--- src/psm_pkg.sv ---
// Package for the PHY status mirror block: register indices, byte addresses,
// field positions, reset values and timing figures.
// Assumes a 32-bit AXI4-Lite register bus with word-aligned registers.
package psm_pkg;

    // ------------------------------------------------------------------
    // Register indices and byte addresses
    // ------------------------------------------------------------------
    // Printed offsets are register indices; the byte address is four times the index.
    localparam logic [7:0] IDX_BASIC_MODE_STATUS = 8'h01;
    localparam logic [7:0] IDX_AUTONEG_EXPANSION = 8'h06;
    localparam logic [7:0] IDX_PHY_STATUS_SUMMARY = 8'h10;
    localparam logic [7:0] IDX_INTERRUPT_SOURCE_STATUS = 8'h12;
    localparam logic [7:0] IDX_INTERRUPT_MASK = 8'h13;
    localparam logic [7:0] IDX_FALSE_CARRIER_COUNTER = 8'h14;
    localparam logic [7:0] IDX_TENBASE_T_STATUS_CONTROL = 8'h1A;
    localparam int ADDR_W = 8;
    localparam logic [9:0] ADDR_BASIC_MODE_STATUS = {IDX_BASIC_MODE_STATUS, 2'b00};
    localparam logic [9:0] ADDR_AUTONEG_EXPANSION = {IDX_AUTONEG_EXPANSION, 2'b00};
    localparam logic [9:0] ADDR_PHY_STATUS_SUMMARY = {IDX_PHY_STATUS_SUMMARY, 2'b00};
    localparam logic [9:0] ADDR_INTERRUPT_SOURCE_STATUS = {IDX_INTERRUPT_SOURCE_STATUS, 2'b00};
    localparam logic [9:0] ADDR_INTERRUPT_MASK = {IDX_INTERRUPT_MASK, 2'b00};
    localparam logic [9:0] ADDR_FALSE_CARRIER_COUNTER = {IDX_FALSE_CARRIER_COUNTER, 2'b00};
    localparam logic [9:0] ADDR_TENBASE_T_STATUS_CONTROL = {IDX_TENBASE_T_STATUS_CONTROL, 2'b00};

    // ------------------------------------------------------------------
    // Summary register field positions
    // ------------------------------------------------------------------
    localparam int SUM_POLARITY = 12;
    localparam int SUM_FALSE_CARRIER = 11;
    localparam int SUM_SIGNAL_DETECT = 10;
    localparam int SUM_DESCRAMBLER_LOCK = 9;
    localparam int SUM_PAGE_RECEIVED = 8;
    localparam int SUM_INTERRUPT_PENDING = 7;
    localparam int SUM_REMOTE_FAULT = 6;
    localparam int SUM_JABBER = 5;

    // Field positions in the source register views.
    localparam int TENBT_POLARITY = 4;
    localparam int ANEG_PAGE_RECEIVED = 1;
    localparam int BMS_REMOTE_FAULT = 4;
    localparam int BMS_JABBER = 1;

    // ------------------------------------------------------------------
    // Input pin order and event bit order
    // ------------------------------------------------------------------
    localparam int NUM_IN = 7;
    localparam int IN_POLARITY = 0;
    localparam int IN_FALSE_CARRIER = 1;
    localparam int IN_SIGNAL_DETECT = 2;
    localparam int IN_DESCRAMBLER_LOCK = 3;
    localparam int IN_PAGE_RECEIVED = 4;
    localparam int IN_REMOTE_FAULT = 5;
    localparam int IN_JABBER = 6;

    // ------------------------------------------------------------------
    // Reset values and bus answers
    // ------------------------------------------------------------------
    localparam logic [15:0] SUMMARY_RESET = 16'h0000;
    localparam logic [NUM_IN-1:0] EVENT_RESET = 7'h00;
    localparam logic [NUM_IN-1:0] MASK_RESET = 7'h00;
    localparam logic [1:0] RESP_OKAY = 2'h0;
    localparam logic [1:0] RESP_SLVERR = 2'h2;
    localparam logic [1:0] RESP_DECERR = 2'h3;
    localparam int CLK_PERIOD_NS = 10;

endpackage : psm_pkg

--- src/psm_sync.sv ---
// Three-stage input synchroniser with an agreement filter, one lane per bit.
// Assumes inputs arrive asynchronously to aclk; output changes only when
// the second and third stages agree.
`timescale 1ns/1ps

module psm_sync #(
    parameter int WIDTH = 7
) (
    input wire logic aclk,
    input wire logic aresetn,
    input wire logic ce,
    input wire logic [WIDTH-1:0] async_in,
    output logic [WIDTH-1:0] stable_out
);

    // ------------------------------------------------------------------
    // Per-bit synchroniser lanes
    // ------------------------------------------------------------------
    genvar gi;
    generate
        for (gi = 0; gi < WIDTH; gi++) begin : g_lane
            logic stage1;
            logic stage2;
            logic stage3;
            // Stage one feeds only stage two, so metastability cannot reach logic.
            always_ff @(posedge aclk) begin
                if (!aresetn) begin
                    stage1 <= 1'b0;
                    stage2 <= 1'b0;
                    stage3 <= 1'b0;
                    stable_out[gi] <= 1'b0;
                end else if (ce) begin
                    stage1 <= async_in[gi];
                    stage2 <= stage1;
                    stage3 <= stage2;
                    if (stage2 == stage3) begin
                        stable_out[gi] <= stage3;
                    end
                end
            end
        end
    endgenerate

endmodule : psm_sync

--- src/psm_status_mirror.sv ---
// PHY status summary mirror bits 12 down to 5 with their clear-on-read
// links to the source registers, an AXI4-Lite slave and an interrupt.
// Assumes status condition pins are asynchronous to aclk and one 100 MHz clock.
`timescale 1ns/1ps

// Functional notes
// - Bit 12 mirrors ten-base-T polarity bit 4.
// - Polarity clears on ten-base-T read only.
// - Polarity reads 1 when inverted, 0 correct.
// - Bit 11 latches false carrier until counter read.
// - False carrier clears on counter read only.
// - Bit 10 is latch-low signal detect.
// - Bit 9 is latch-low descrambler lock.
// - Bit 8 duplicates expansion page-received bit 1.
// - Page bit clears on expansion read only.
// - Bit 7 pending interrupt, cleared reading source status.
// - Bit 6 reports partner remote fault.
// - Remote fault clears on basic status read, reset.
// - Bit 5 jabber, meaningful only at 10 Mb/s.
// - Jabber duplicates basic status jabber bit.
// - Latch-high bits set per event, hold until read.
module psm_status_mirror (
    input wire logic aclk,
    input wire logic aresetn,
    input wire logic ce,
    input wire logic polarity_inverted,
    input wire logic false_carrier,
    input wire logic signal_detect,
    input wire logic descrambler_lock,
    input wire logic page_received,
    input wire logic remote_fault,
    input wire logic jabber,
    input wire logic [9:0] s_axi_awaddr,
    input wire logic s_axi_awvalid,
    output logic s_axi_awready,
    input wire logic [31:0] s_axi_wdata,
    input wire logic [3:0] s_axi_wstrb,
    input wire logic s_axi_wvalid,
    output logic s_axi_wready,
    output logic [1:0] s_axi_bresp,
    output logic s_axi_bvalid,
    input wire logic s_axi_bready,
    input wire logic [9:0] s_axi_araddr,
    input wire logic s_axi_arvalid,
    output logic s_axi_arready,
    output logic [31:0] s_axi_rdata,
    output logic [1:0] s_axi_rresp,
    output logic s_axi_rvalid,
    input wire logic s_axi_rready,
    output logic irq
);

    localparam int N = psm_pkg::NUM_IN;

    // ------------------------------------------------------------------
    // Input synchronisation
    // ------------------------------------------------------------------
    logic [N-1:0] raw_in;
    logic [N-1:0] live;
    logic [N-1:0] live_prev;
    logic [N-1:0] rise;
    logic [N-1:0] fall;

    assign raw_in = {jabber, remote_fault, page_received, descrambler_lock,
                     signal_detect, false_carrier, polarity_inverted};

    psm_sync #(
        .WIDTH(N)
    ) u_sync (
        .aclk(aclk),
        .aresetn(aresetn),
        .ce(ce),
        .async_in(raw_in),
        .stable_out(live)
    );

    // Edge history for the interrupt events.
    always_ff @(posedge aclk) begin
        if (!aresetn) begin
            live_prev <= psm_pkg::EVENT_RESET;
        end else if (ce) begin
            live_prev <= live;
        end
    end

    assign rise = live & ~live_prev;
    assign fall = ~live & live_prev;

    // ------------------------------------------------------------------
    // Read channel decode
    // ------------------------------------------------------------------
    logic rd_fire;
    logic sel_summary;
    logic sel_tenbt;
    logic sel_fc_counter;
    logic sel_aneg;
    logic sel_int_status;
    logic sel_int_mask;
    logic sel_basic;
    logic rd_mapped;
    logic rvalid_q, bvalid_q;

    assign s_axi_arready = !rvalid_q && ce;
    assign s_axi_rvalid = rvalid_q && ce;    // A frozen block shows no handshake at all.
    assign rd_fire = s_axi_arvalid && s_axi_arready;
    assign sel_summary = s_axi_araddr == psm_pkg::ADDR_PHY_STATUS_SUMMARY;
    assign sel_tenbt = s_axi_araddr == psm_pkg::ADDR_TENBASE_T_STATUS_CONTROL;
    assign sel_fc_counter = s_axi_araddr == psm_pkg::ADDR_FALSE_CARRIER_COUNTER;
    assign sel_aneg = s_axi_araddr == psm_pkg::ADDR_AUTONEG_EXPANSION;
    assign sel_int_status = s_axi_araddr == psm_pkg::ADDR_INTERRUPT_SOURCE_STATUS;
    assign sel_int_mask = s_axi_araddr == psm_pkg::ADDR_INTERRUPT_MASK;
    assign sel_basic = s_axi_araddr == psm_pkg::ADDR_BASIC_MODE_STATUS;
    assign rd_mapped = sel_summary | sel_tenbt | sel_fc_counter | sel_aneg | sel_int_status | sel_int_mask | sel_basic;

    // ------------------------------------------------------------------
    // Latch-high and latch-low status bits
    // ------------------------------------------------------------------
    logic pol_latch;
    logic fc_latch;
    logic page_latch;
    logic rf_latch;
    logic jab_latch;
    logic sd_latch;
    logic lock_latch;
    logic next_pol_latch;
    logic next_fc_latch;
    logic next_page_latch;
    logic next_rf_latch;
    logic next_jab_latch;
    logic next_sd_latch;
    logic next_lock_latch;

    // A set in the same cycle as the clearing read wins, so no event is lost.
    assign next_pol_latch = live[psm_pkg::IN_POLARITY]
                            | (pol_latch & !(rd_fire & sel_tenbt));
    assign next_fc_latch = live[psm_pkg::IN_FALSE_CARRIER]
                           | (fc_latch & !(rd_fire & sel_fc_counter));
    assign next_page_latch = live[psm_pkg::IN_PAGE_RECEIVED]
                             | (page_latch & !(rd_fire & sel_aneg));
    assign next_rf_latch = live[psm_pkg::IN_REMOTE_FAULT]
                           | (rf_latch & !(rd_fire & sel_basic));
    assign next_jab_latch = live[psm_pkg::IN_JABBER]
                            | (jab_latch & !(rd_fire & sel_basic));
    // Latch-low bits keep a drop until the summary read, then follow the pin.
    assign next_sd_latch = live[psm_pkg::IN_SIGNAL_DETECT]
                           & (sd_latch | (rd_fire & sel_summary));
    assign next_lock_latch = live[psm_pkg::IN_DESCRAMBLER_LOCK]
                             & (lock_latch | (rd_fire & sel_summary));

    // All mirror latches start cleared.
    always_ff @(posedge aclk) begin
        if (!aresetn) begin
            pol_latch <= 1'b0;
            fc_latch <= 1'b0;
            page_latch <= 1'b0;
            rf_latch <= 1'b0;
            jab_latch <= 1'b0;
            sd_latch <= 1'b0;
            lock_latch <= 1'b0;
        end else if (ce) begin
            pol_latch <= next_pol_latch;
            fc_latch <= next_fc_latch;
            page_latch <= next_page_latch;
            rf_latch <= next_rf_latch;
            jab_latch <= next_jab_latch;
            sd_latch <= next_sd_latch;
            lock_latch <= next_lock_latch;
        end
    end

    // ------------------------------------------------------------------
    // Interrupt source status and mask
    // ------------------------------------------------------------------
    logic [N-1:0] int_status;
    logic [N-1:0] int_mask;
    logic [N-1:0] int_events;
    logic [N-1:0] next_int_status;
    logic int_pending;

    // Rising faults and falling signal or lock are the events worth a wake-up.
    assign int_events = (rise & ~((N)'(1) << psm_pkg::IN_SIGNAL_DETECT)
                              & ~((N)'(1) << psm_pkg::IN_DESCRAMBLER_LOCK))
                        | (fall & (((N)'(1) << psm_pkg::IN_SIGNAL_DETECT)
                                   | ((N)'(1) << psm_pkg::IN_DESCRAMBLER_LOCK)));
    assign next_int_status = int_events
                             | (int_status & {N{!(rd_fire & sel_int_status)}});
    assign int_pending = |(int_status & int_mask);
    assign irq = int_pending;

    always_ff @(posedge aclk) begin
        if (!aresetn) begin
            int_status <= psm_pkg::EVENT_RESET;
        end else if (ce) begin
            int_status <= next_int_status;
        end
    end

    // ------------------------------------------------------------------
    // Read data assembly
    // ------------------------------------------------------------------
    logic [15:0] summary_word;
    logic [15:0] tenbt_word;
    logic [15:0] aneg_word;
    logic [15:0] basic_word;
    logic [15:0] read_word;

    // Bits outside 12 down to 5 belong to other logic and read as zero here.
    always_comb begin
        summary_word = psm_pkg::SUMMARY_RESET;
        summary_word[psm_pkg::SUM_POLARITY] = pol_latch;
        summary_word[psm_pkg::SUM_FALSE_CARRIER] = fc_latch;
        summary_word[psm_pkg::SUM_SIGNAL_DETECT] = sd_latch;
        summary_word[psm_pkg::SUM_DESCRAMBLER_LOCK] = lock_latch;
        summary_word[psm_pkg::SUM_PAGE_RECEIVED] = page_latch;
        summary_word[psm_pkg::SUM_INTERRUPT_PENDING] = int_pending;
        summary_word[psm_pkg::SUM_REMOTE_FAULT] = rf_latch;
        summary_word[psm_pkg::SUM_JABBER] = jab_latch;
        tenbt_word = 16'h0000;
        tenbt_word[psm_pkg::TENBT_POLARITY] = pol_latch;
        aneg_word = 16'h0000;
        aneg_word[psm_pkg::ANEG_PAGE_RECEIVED] = page_latch;
        basic_word = 16'h0000;
        basic_word[psm_pkg::BMS_REMOTE_FAULT] = rf_latch;
        basic_word[psm_pkg::BMS_JABBER] = jab_latch;
    end

    assign read_word = sel_summary ? summary_word :
                       sel_tenbt ? tenbt_word :
                       sel_aneg ? aneg_word :
                       sel_basic ? basic_word :
                       sel_int_status ? {9'h000, int_status} :
                       sel_int_mask ? {9'h000, int_mask} : 16'h0000;

    // The answer is captured at the address handshake, before the clear lands.
    always_ff @(posedge aclk) begin
        if (!aresetn) begin
            rvalid_q <= 1'b0;
            s_axi_rdata <= 32'h0000_0000;
            s_axi_rresp <= psm_pkg::RESP_OKAY;
        end else if (ce) begin
            if (rd_fire) begin
                rvalid_q <= 1'b1;
                s_axi_rdata <= {16'h0000, read_word};
                s_axi_rresp <= rd_mapped ? psm_pkg::RESP_OKAY : psm_pkg::RESP_DECERR;
            end else if (s_axi_rready) begin
                rvalid_q <= 1'b0;
            end
        end
    end

    // ------------------------------------------------------------------
    // Write channel
    // ------------------------------------------------------------------
    logic aw_held;
    logic w_held;
    logic [9:0] aw_addr;
    logic [31:0] w_data;
    logic [3:0] w_strb;
    logic aw_fire;
    logic w_fire;
    logic wr_go;
    logic wr_mask;
    logic wr_ro;

    // Address and data are taken independently; the response waits for both.
    assign s_axi_awready = !aw_held && !bvalid_q && ce;
    assign s_axi_wready = !w_held && !bvalid_q && ce;
    assign s_axi_bvalid = bvalid_q && ce;
    assign aw_fire = s_axi_awvalid && s_axi_awready;
    assign w_fire = s_axi_wvalid && s_axi_wready;
    assign wr_go = aw_held && w_held && !bvalid_q;
    assign wr_mask = aw_addr == psm_pkg::ADDR_INTERRUPT_MASK;
    // Every mirror register is read-only, so a write there is refused.
    assign wr_ro = aw_addr == psm_pkg::ADDR_PHY_STATUS_SUMMARY
                   || aw_addr == psm_pkg::ADDR_TENBASE_T_STATUS_CONTROL
                   || aw_addr == psm_pkg::ADDR_FALSE_CARRIER_COUNTER
                   || aw_addr == psm_pkg::ADDR_AUTONEG_EXPANSION
                   || aw_addr == psm_pkg::ADDR_INTERRUPT_SOURCE_STATUS
                   || aw_addr == psm_pkg::ADDR_BASIC_MODE_STATUS;

    always_ff @(posedge aclk) begin
        if (!aresetn) begin
            aw_held <= 1'b0;
            w_held <= 1'b0;
            aw_addr <= 10'h000;
            w_data <= 32'h0000_0000;
            w_strb <= 4'h0;
        end else if (ce) begin
            if (aw_fire) begin
                aw_held <= 1'b1;
                aw_addr <= s_axi_awaddr;
            end else if (wr_go) begin
                aw_held <= 1'b0;
            end
            if (w_fire) begin
                w_held <= 1'b1;
                w_data <= s_axi_wdata;
                w_strb <= s_axi_wstrb;
            end else if (wr_go) begin
                w_held <= 1'b0;
            end
        end
    end

    // Mask write and write response; only byte lane 0 carries mask bits.
    always_ff @(posedge aclk) begin
        if (!aresetn) begin
            int_mask <= psm_pkg::MASK_RESET;
            bvalid_q <= 1'b0;
            s_axi_bresp <= psm_pkg::RESP_OKAY;
        end else if (ce) begin
            if (wr_go) begin
                bvalid_q <= 1'b1;
                s_axi_bresp <= wr_mask ? psm_pkg::RESP_OKAY :
                               wr_ro ? psm_pkg::RESP_SLVERR : psm_pkg::RESP_DECERR;
                if (wr_mask && w_strb[0]) begin
                    int_mask <= w_data[N-1:0];
                end
            end else if (s_axi_bready) begin
                bvalid_q <= 1'b0;
            end
        end
    end

    logic sum_rd_q;
    always_ff @(posedge aclk) begin
        if (!aresetn) begin
            sum_rd_q <= 1'b0;
        end else begin
            sum_rd_q <= rd_fire && ce && sel_summary;
        end
    end
endmodule : psm_status_mirror

--- config.mk ---
export PLATFORM = sky130hd
export DESIGN_NAME = psm_status_mirror
export DESIGN_NICKNAME = d
export VERILOG_FILES = /design/src/psm_pkg.sv /design/src/psm_sync.sv /design/src/psm_status_mirror.sv
export SDC_FILE = /design/constraint.sdc
export NUM_CORES = 1
export LEC_CHECK = 0
export CORE_MARGIN = 1.5
export CORE_UTILIZATION = 55
export CTS_BUF_LIST = sky130_fd_sc_hd__clkbuf_4
export CTS_CLUSTER_DIAMETER = 120
export DETAILED_ROUTE_END_ITERATION = 8
export DONT_BUFFER_PORTS = 1
export GPL_TIMING_DRIVEN = 0
export PLACE_DENSITY = 0.82
export SLEW_MARGIN = 20
export SYNTH_ARGS = -nofsm -noshare
export SYNTH_HDL_FRONTEND = slang
export SYNTH_SLANG_ARGS = --single-unit
--- constraint.sdc ---
create_clock -name aclk -period 5 [get_ports aclk]
set_input_delay 0.5 -clock aclk [delete_from_list [all_inputs] [get_ports aclk]]
set_output_delay 0.5 -clock aclk [all_outputs]
set_load 0.005 [all_outputs]
Yosys cells after proc, flatten, opt, wreduce, memory -nomap -nowiden
Cells that the tools add are included.
Widths: inputs -> output; s select.
{ "totals": {"inputBits": 71, "word_cells": 167, "output_inout_bits": 42, "regBits": 98} }
{ "op_classes": {"muxes": 16, "n_bitwise": 34, "n_eq_ne": 21, "n_reduce_logical": 48} }
{ "ops": {"columns": ["cell", "n"], "rows": [
  ["$eq 10x7->1 const B", 10],
  ["$mux 7", 5],
  ["$reduce_and 2->1", 15],
  ["$and 7x7->7", 3],
  ["$eq 10x3->1 const B", 2],
  ["$eq 10x5->1 const B", 2],
  ["$and 1x1->1", 13],
  ["$logic_and 1x1->1", 13],
  ["$mux 13", 1],
  ["$or 1x1->1", 13],
  ["$logic_not 1->1", 9],
  ["$mux 1", 8],
  ["$reduce_bool 2->1", 4],
  ["$eq 1x1->1", 7],
  ["$not 7->7", 1],
  ["$or 7x4->7", 1],
  ["$or 7x7->7", 1],
  ["$reduce_or 7->1", 1],
  ["$logic_or 1x1->1", 5],
  ["$and 4x4->4", 1],
  ["$mux 2", 2],
  ["$not 4->4", 1],
  ["$reduce_and 3->1", 1]
]} }

Logic depth before layout (Yosys ltp)
{ "depth": {"word_depth": 8, "depth_mapped": 7, "ltp_nobuf": 4} }

Modules after synthesis
A second synthesis with hierarchy kept.
{ "unflattened": {"cells_unflattened": 474, "hier_area_um2": 4274.1} }
{ "modules_own_cells": {"columns": ["mod", "seq_area_each_um2", "n_inst", "area_per_inst_um2", "cells_per_inst"], "rows": [
  ["psm_status_mirror", 1321.3, 1, 3133.0, 361],
  ["psm_sync", 560.5, 1, 1141.1, 113]
]} }

Worst setup path after synthesis
No wires, ideal clock.
{ "synth_path": {"path_kind": "input to output", "startpoint": "input ce", "endpoint": "output s_axi_bvalid", "stages": 4, "path_buffers": 3, "setup_slack_ps": 2943, "arrival_ps": 1557, "t_required_ps": 4500, "path_cell_list": "clkbuf_1 -> clkbuf_1 -> buf_1 -> and2_1"} }
{ "synth_via": {"elab_chain_len": 1} }
{ "synth_rtl": {"columns": ["item", "line_no", "rtl"], "rows": [
  ["start: declaration", "psm_status_mirror.sv:25", "input wire logic ce,"],
  ["$logic_and 1x1->1", "psm_status_mirror.sv:268", "assign s_axi_bvalid = bvalid_q && ce;"],
  ["end: declaration", "psm_status_mirror.sv:41", "output logic s_axi_bvalid,"]
]} }
No other way between the ends.

Worst setup path in the final report
Ends and elaborated chain as after synthesis.

==> results.cfg <==
[status]
status = finished clean

[place]
placed_cell_area_mm2 = 0.00424
portBuffers = 0
place_hpwl_um = 6590
dpl.cell_count = 589
place_congestion = 0.901

[die]
dieArea_mm2 = 0.00789
rows = 31
die_w_um = 88.8
io_pins = 113
coreArea_mm2 = 0.00718
fp.dieH_um = 88.8
start_util_pct = 56.4

[power]
intPower_uw = 971
ir_worst_vdd_mv = 0.231
powerDensity_mw_per_mm2 = 297
sw_frac_of_total_pct = 25.4
seqPwrFrac_pct = 59.7
power_uw = 1300
p_sw_uw = 331
power_leakage_uw = 0.00167
clockPowerShare_pct = 32.1
pwr-share-comb_pct = 8.2

[global_routing]
grt_usage_pct = 24.2
grt_overflow_total = 0
antenna_found_initial = 0
grt_max_degree = 16
grt_pass1_vias = 3095
grt_pass1_wl_um = 14700

[setup_path]
reg2reg_slack_ns = 3.11
critPathMaxFanout = 10
cp.arrival_ns = 1.93
reg2reg_depth = 5
timing.rr.start = rvalid_q
path_class = input pin to output pin
reg2reg_to = s_axi_rdata[10]
cp-end-kind = output pin
cp.required_ns = 4.50
critPathLaunchType = input pin

[flow_run]
cap_violations = 0

[layout]
final_net_count = 572
finalNonFillerCells = 605
diodes = 0
area_delta_synth_final_pct = 8.22
stdcell_area_mm2 = 0.00438
layout_commonest_cell = dfxtp_1
final_cell_mix = 94 x dfxtp_1, 70 x nand2_1, 56 x a21oi_1
layout-drive-gt1-share_pct = 11.1

[synthesis]
ys_seq_area_share_pct = 46.5
syn_area_per_cell_um2 = 8.58
synth_top_area_share_pct = 46.5
synth_ff_type = dfxtp_1
async_flop_share_pct = 0
syn_area_mm2 = 0.00405
synth.area.top_cells = dfxtp_1 46%, a21oi_1 6.9%, nand2_1 6.5%
yosysUniqueCellTypes = 55
synth_edf_count = 0
ys_warn_count = 0
ys_ff_latch = 94
synth_area_leader_cell = dfxtp_1
netlist_instances = 472

[route]
first_pass_iters = 5
detail_route.drc_violations = 0
vias = 3467
wl_per_cell_um = 15.2
viasPerCell = 5.73
antenna_left = 0
routed_wl_um = 9190
drt_iter0_markers = 284

[clock_tree]
postCtsHoldBufs = 0
ctsResizeCount = 0
cts_tree = yes
numCtsBuffers = 9
clock_latency_ns = 0.45
h-tree-depth = 3
post_cts_buffers = 0
cts.sinks = 94
clk_pin_slew_ns = 0.14
cts_max_path_buffers = 2
clockRootBuffer = clkbuf_4

[sta]
maxSlewHeadroom_pct = 47.3
fmax_mhz = 411
setup_viol = 0
skew_ns = 0.0173
drv_slew = 0
period_share_pct = 48.7
worstMarginPinSlew_ns = 0.784
tns_ns = 0
period_needed_ns = 2.43
finalHoldViolCount = 0
rsz0062_at_grt = false

[hold_path]
whs_endpoint = aw_addr[8]
whs_path_depth = 2
hp-start = s_axi_awaddr[8]
hold_path.class = input pin to flip-flop
worst max-delay path, stage by stage:
cell	delay, ns
clkbuf_1	0.28
clkbuf_1	0.37
buf_1	0.53
and2_1	0.25
final cells by class:
cell class / instances / area, um2
multi-input cells: 344 / 1960
fillers: 637 / 2790
inverters: 4 / 15.0
clock inverters: 5 / 58.8
well taps: 99 / 124
clock buffers: 11 / 82.6
plain buffers: 48 / 264
flip-flops and latches: 94 / 1880
how the worst max path moves through the flow:
stage / depth (start not counted) / end / slack [ns] / from
5_1_grt: 4 / s_axi_rvalid / 2.42 / ce
2_1_floorplan: 4 / s_axi_bvalid / 2.94 / ce
4_1_cts: 4 / s_axi_rvalid / 2.55 / ce
3_3_place_gp: 4 / s_axi_bvalid / 2.61 / ce
6_report: 4 / s_axi_bvalid / 2.57 / ce
3_5_place_dp: 4 / s_axi_rvalid / 2.57 / ce
synthesized netlist by cell type, types with 4 or more instances:
cell,n
nand4_1,4
mux2i_1,21
a21o_1,4
nand3b_1,4
nor2_1,48
o21ai_1,5
dfxtp_1,94
nand3_1,13
a22oi_1,10
a21oi_1,56
o21ai_0,18
buf_4,20
and2_1,7
a31oi_1,4
clkbuf_1,23
or3b_2,4
or4_4,4
nand2_1,70
logic make-up after synthesis:
| family | share of synthesized area [%] |
|---|---|
| AOI/OAI and AO/OA | 17.6 |
| buffers and inverters | 6.89 |
| muxes | 5.47 |
| other | 0.0926 |
| DFF | 46.5 |
| xor gates and xnor gates | 0.216 |
| and+or+nand+nor | 23.3 |
power groups by stage:
stage | Combinational [uW] | Clock, uW | Sequential [uW]
floorplan | 85.4 | 0 | 790
global placement | 103 | 0 | 792
detailed placement | 105 | 0 | 794
CTS | 106 | 420 | 777
global route | 119 | 452 | 780
finish | 107 | 417 | 777
layer usage:
metal | global-route usage, % | part of all wire (%) | vias to the layer above
met1 | 31.4 | 44 | 1619
met2 | 37.7 | 46 | 141
met5 | 0 | 0 | -
met4 | 10.4 | 2.1 | 0
met3 | 6.81 | 7.3 | 22
li1 | - | - | 1685
through the flow:
| stage | setup slack, ns | hold slack, ns | util, % |
|---|---|---|---|
| after floorplan | 2.94 | 0.436 | - |
| after CTS | 2.55 | 0.152 | 61.1 |
| after detailed placement | 2.57 | 0.448 | 59.1 |
| after global routing | 2.42 | 0.143 | 61.1 |
| after global placement | 2.61 | 0.440 | 59.1 |
| final | 2.57 | 0.162 | 61.1 |
flip-flops by register name (all words and copies together), names as in the netlist, 2 cells and up:
signal / count
int_status: 7
u_sync.g_lane.stage1: 7
u_sync.g_lane.stage2: 7
aw_addr: 10
live_prev: 7
s_axi_bresp: 2
s_axi_rdata: 13
u_sync.stable_out: 7
u_sync.g_lane.stage3: 7
w_data: 7
int_mask: 7
Note: power is estimated with default switching activity, not from simulation.
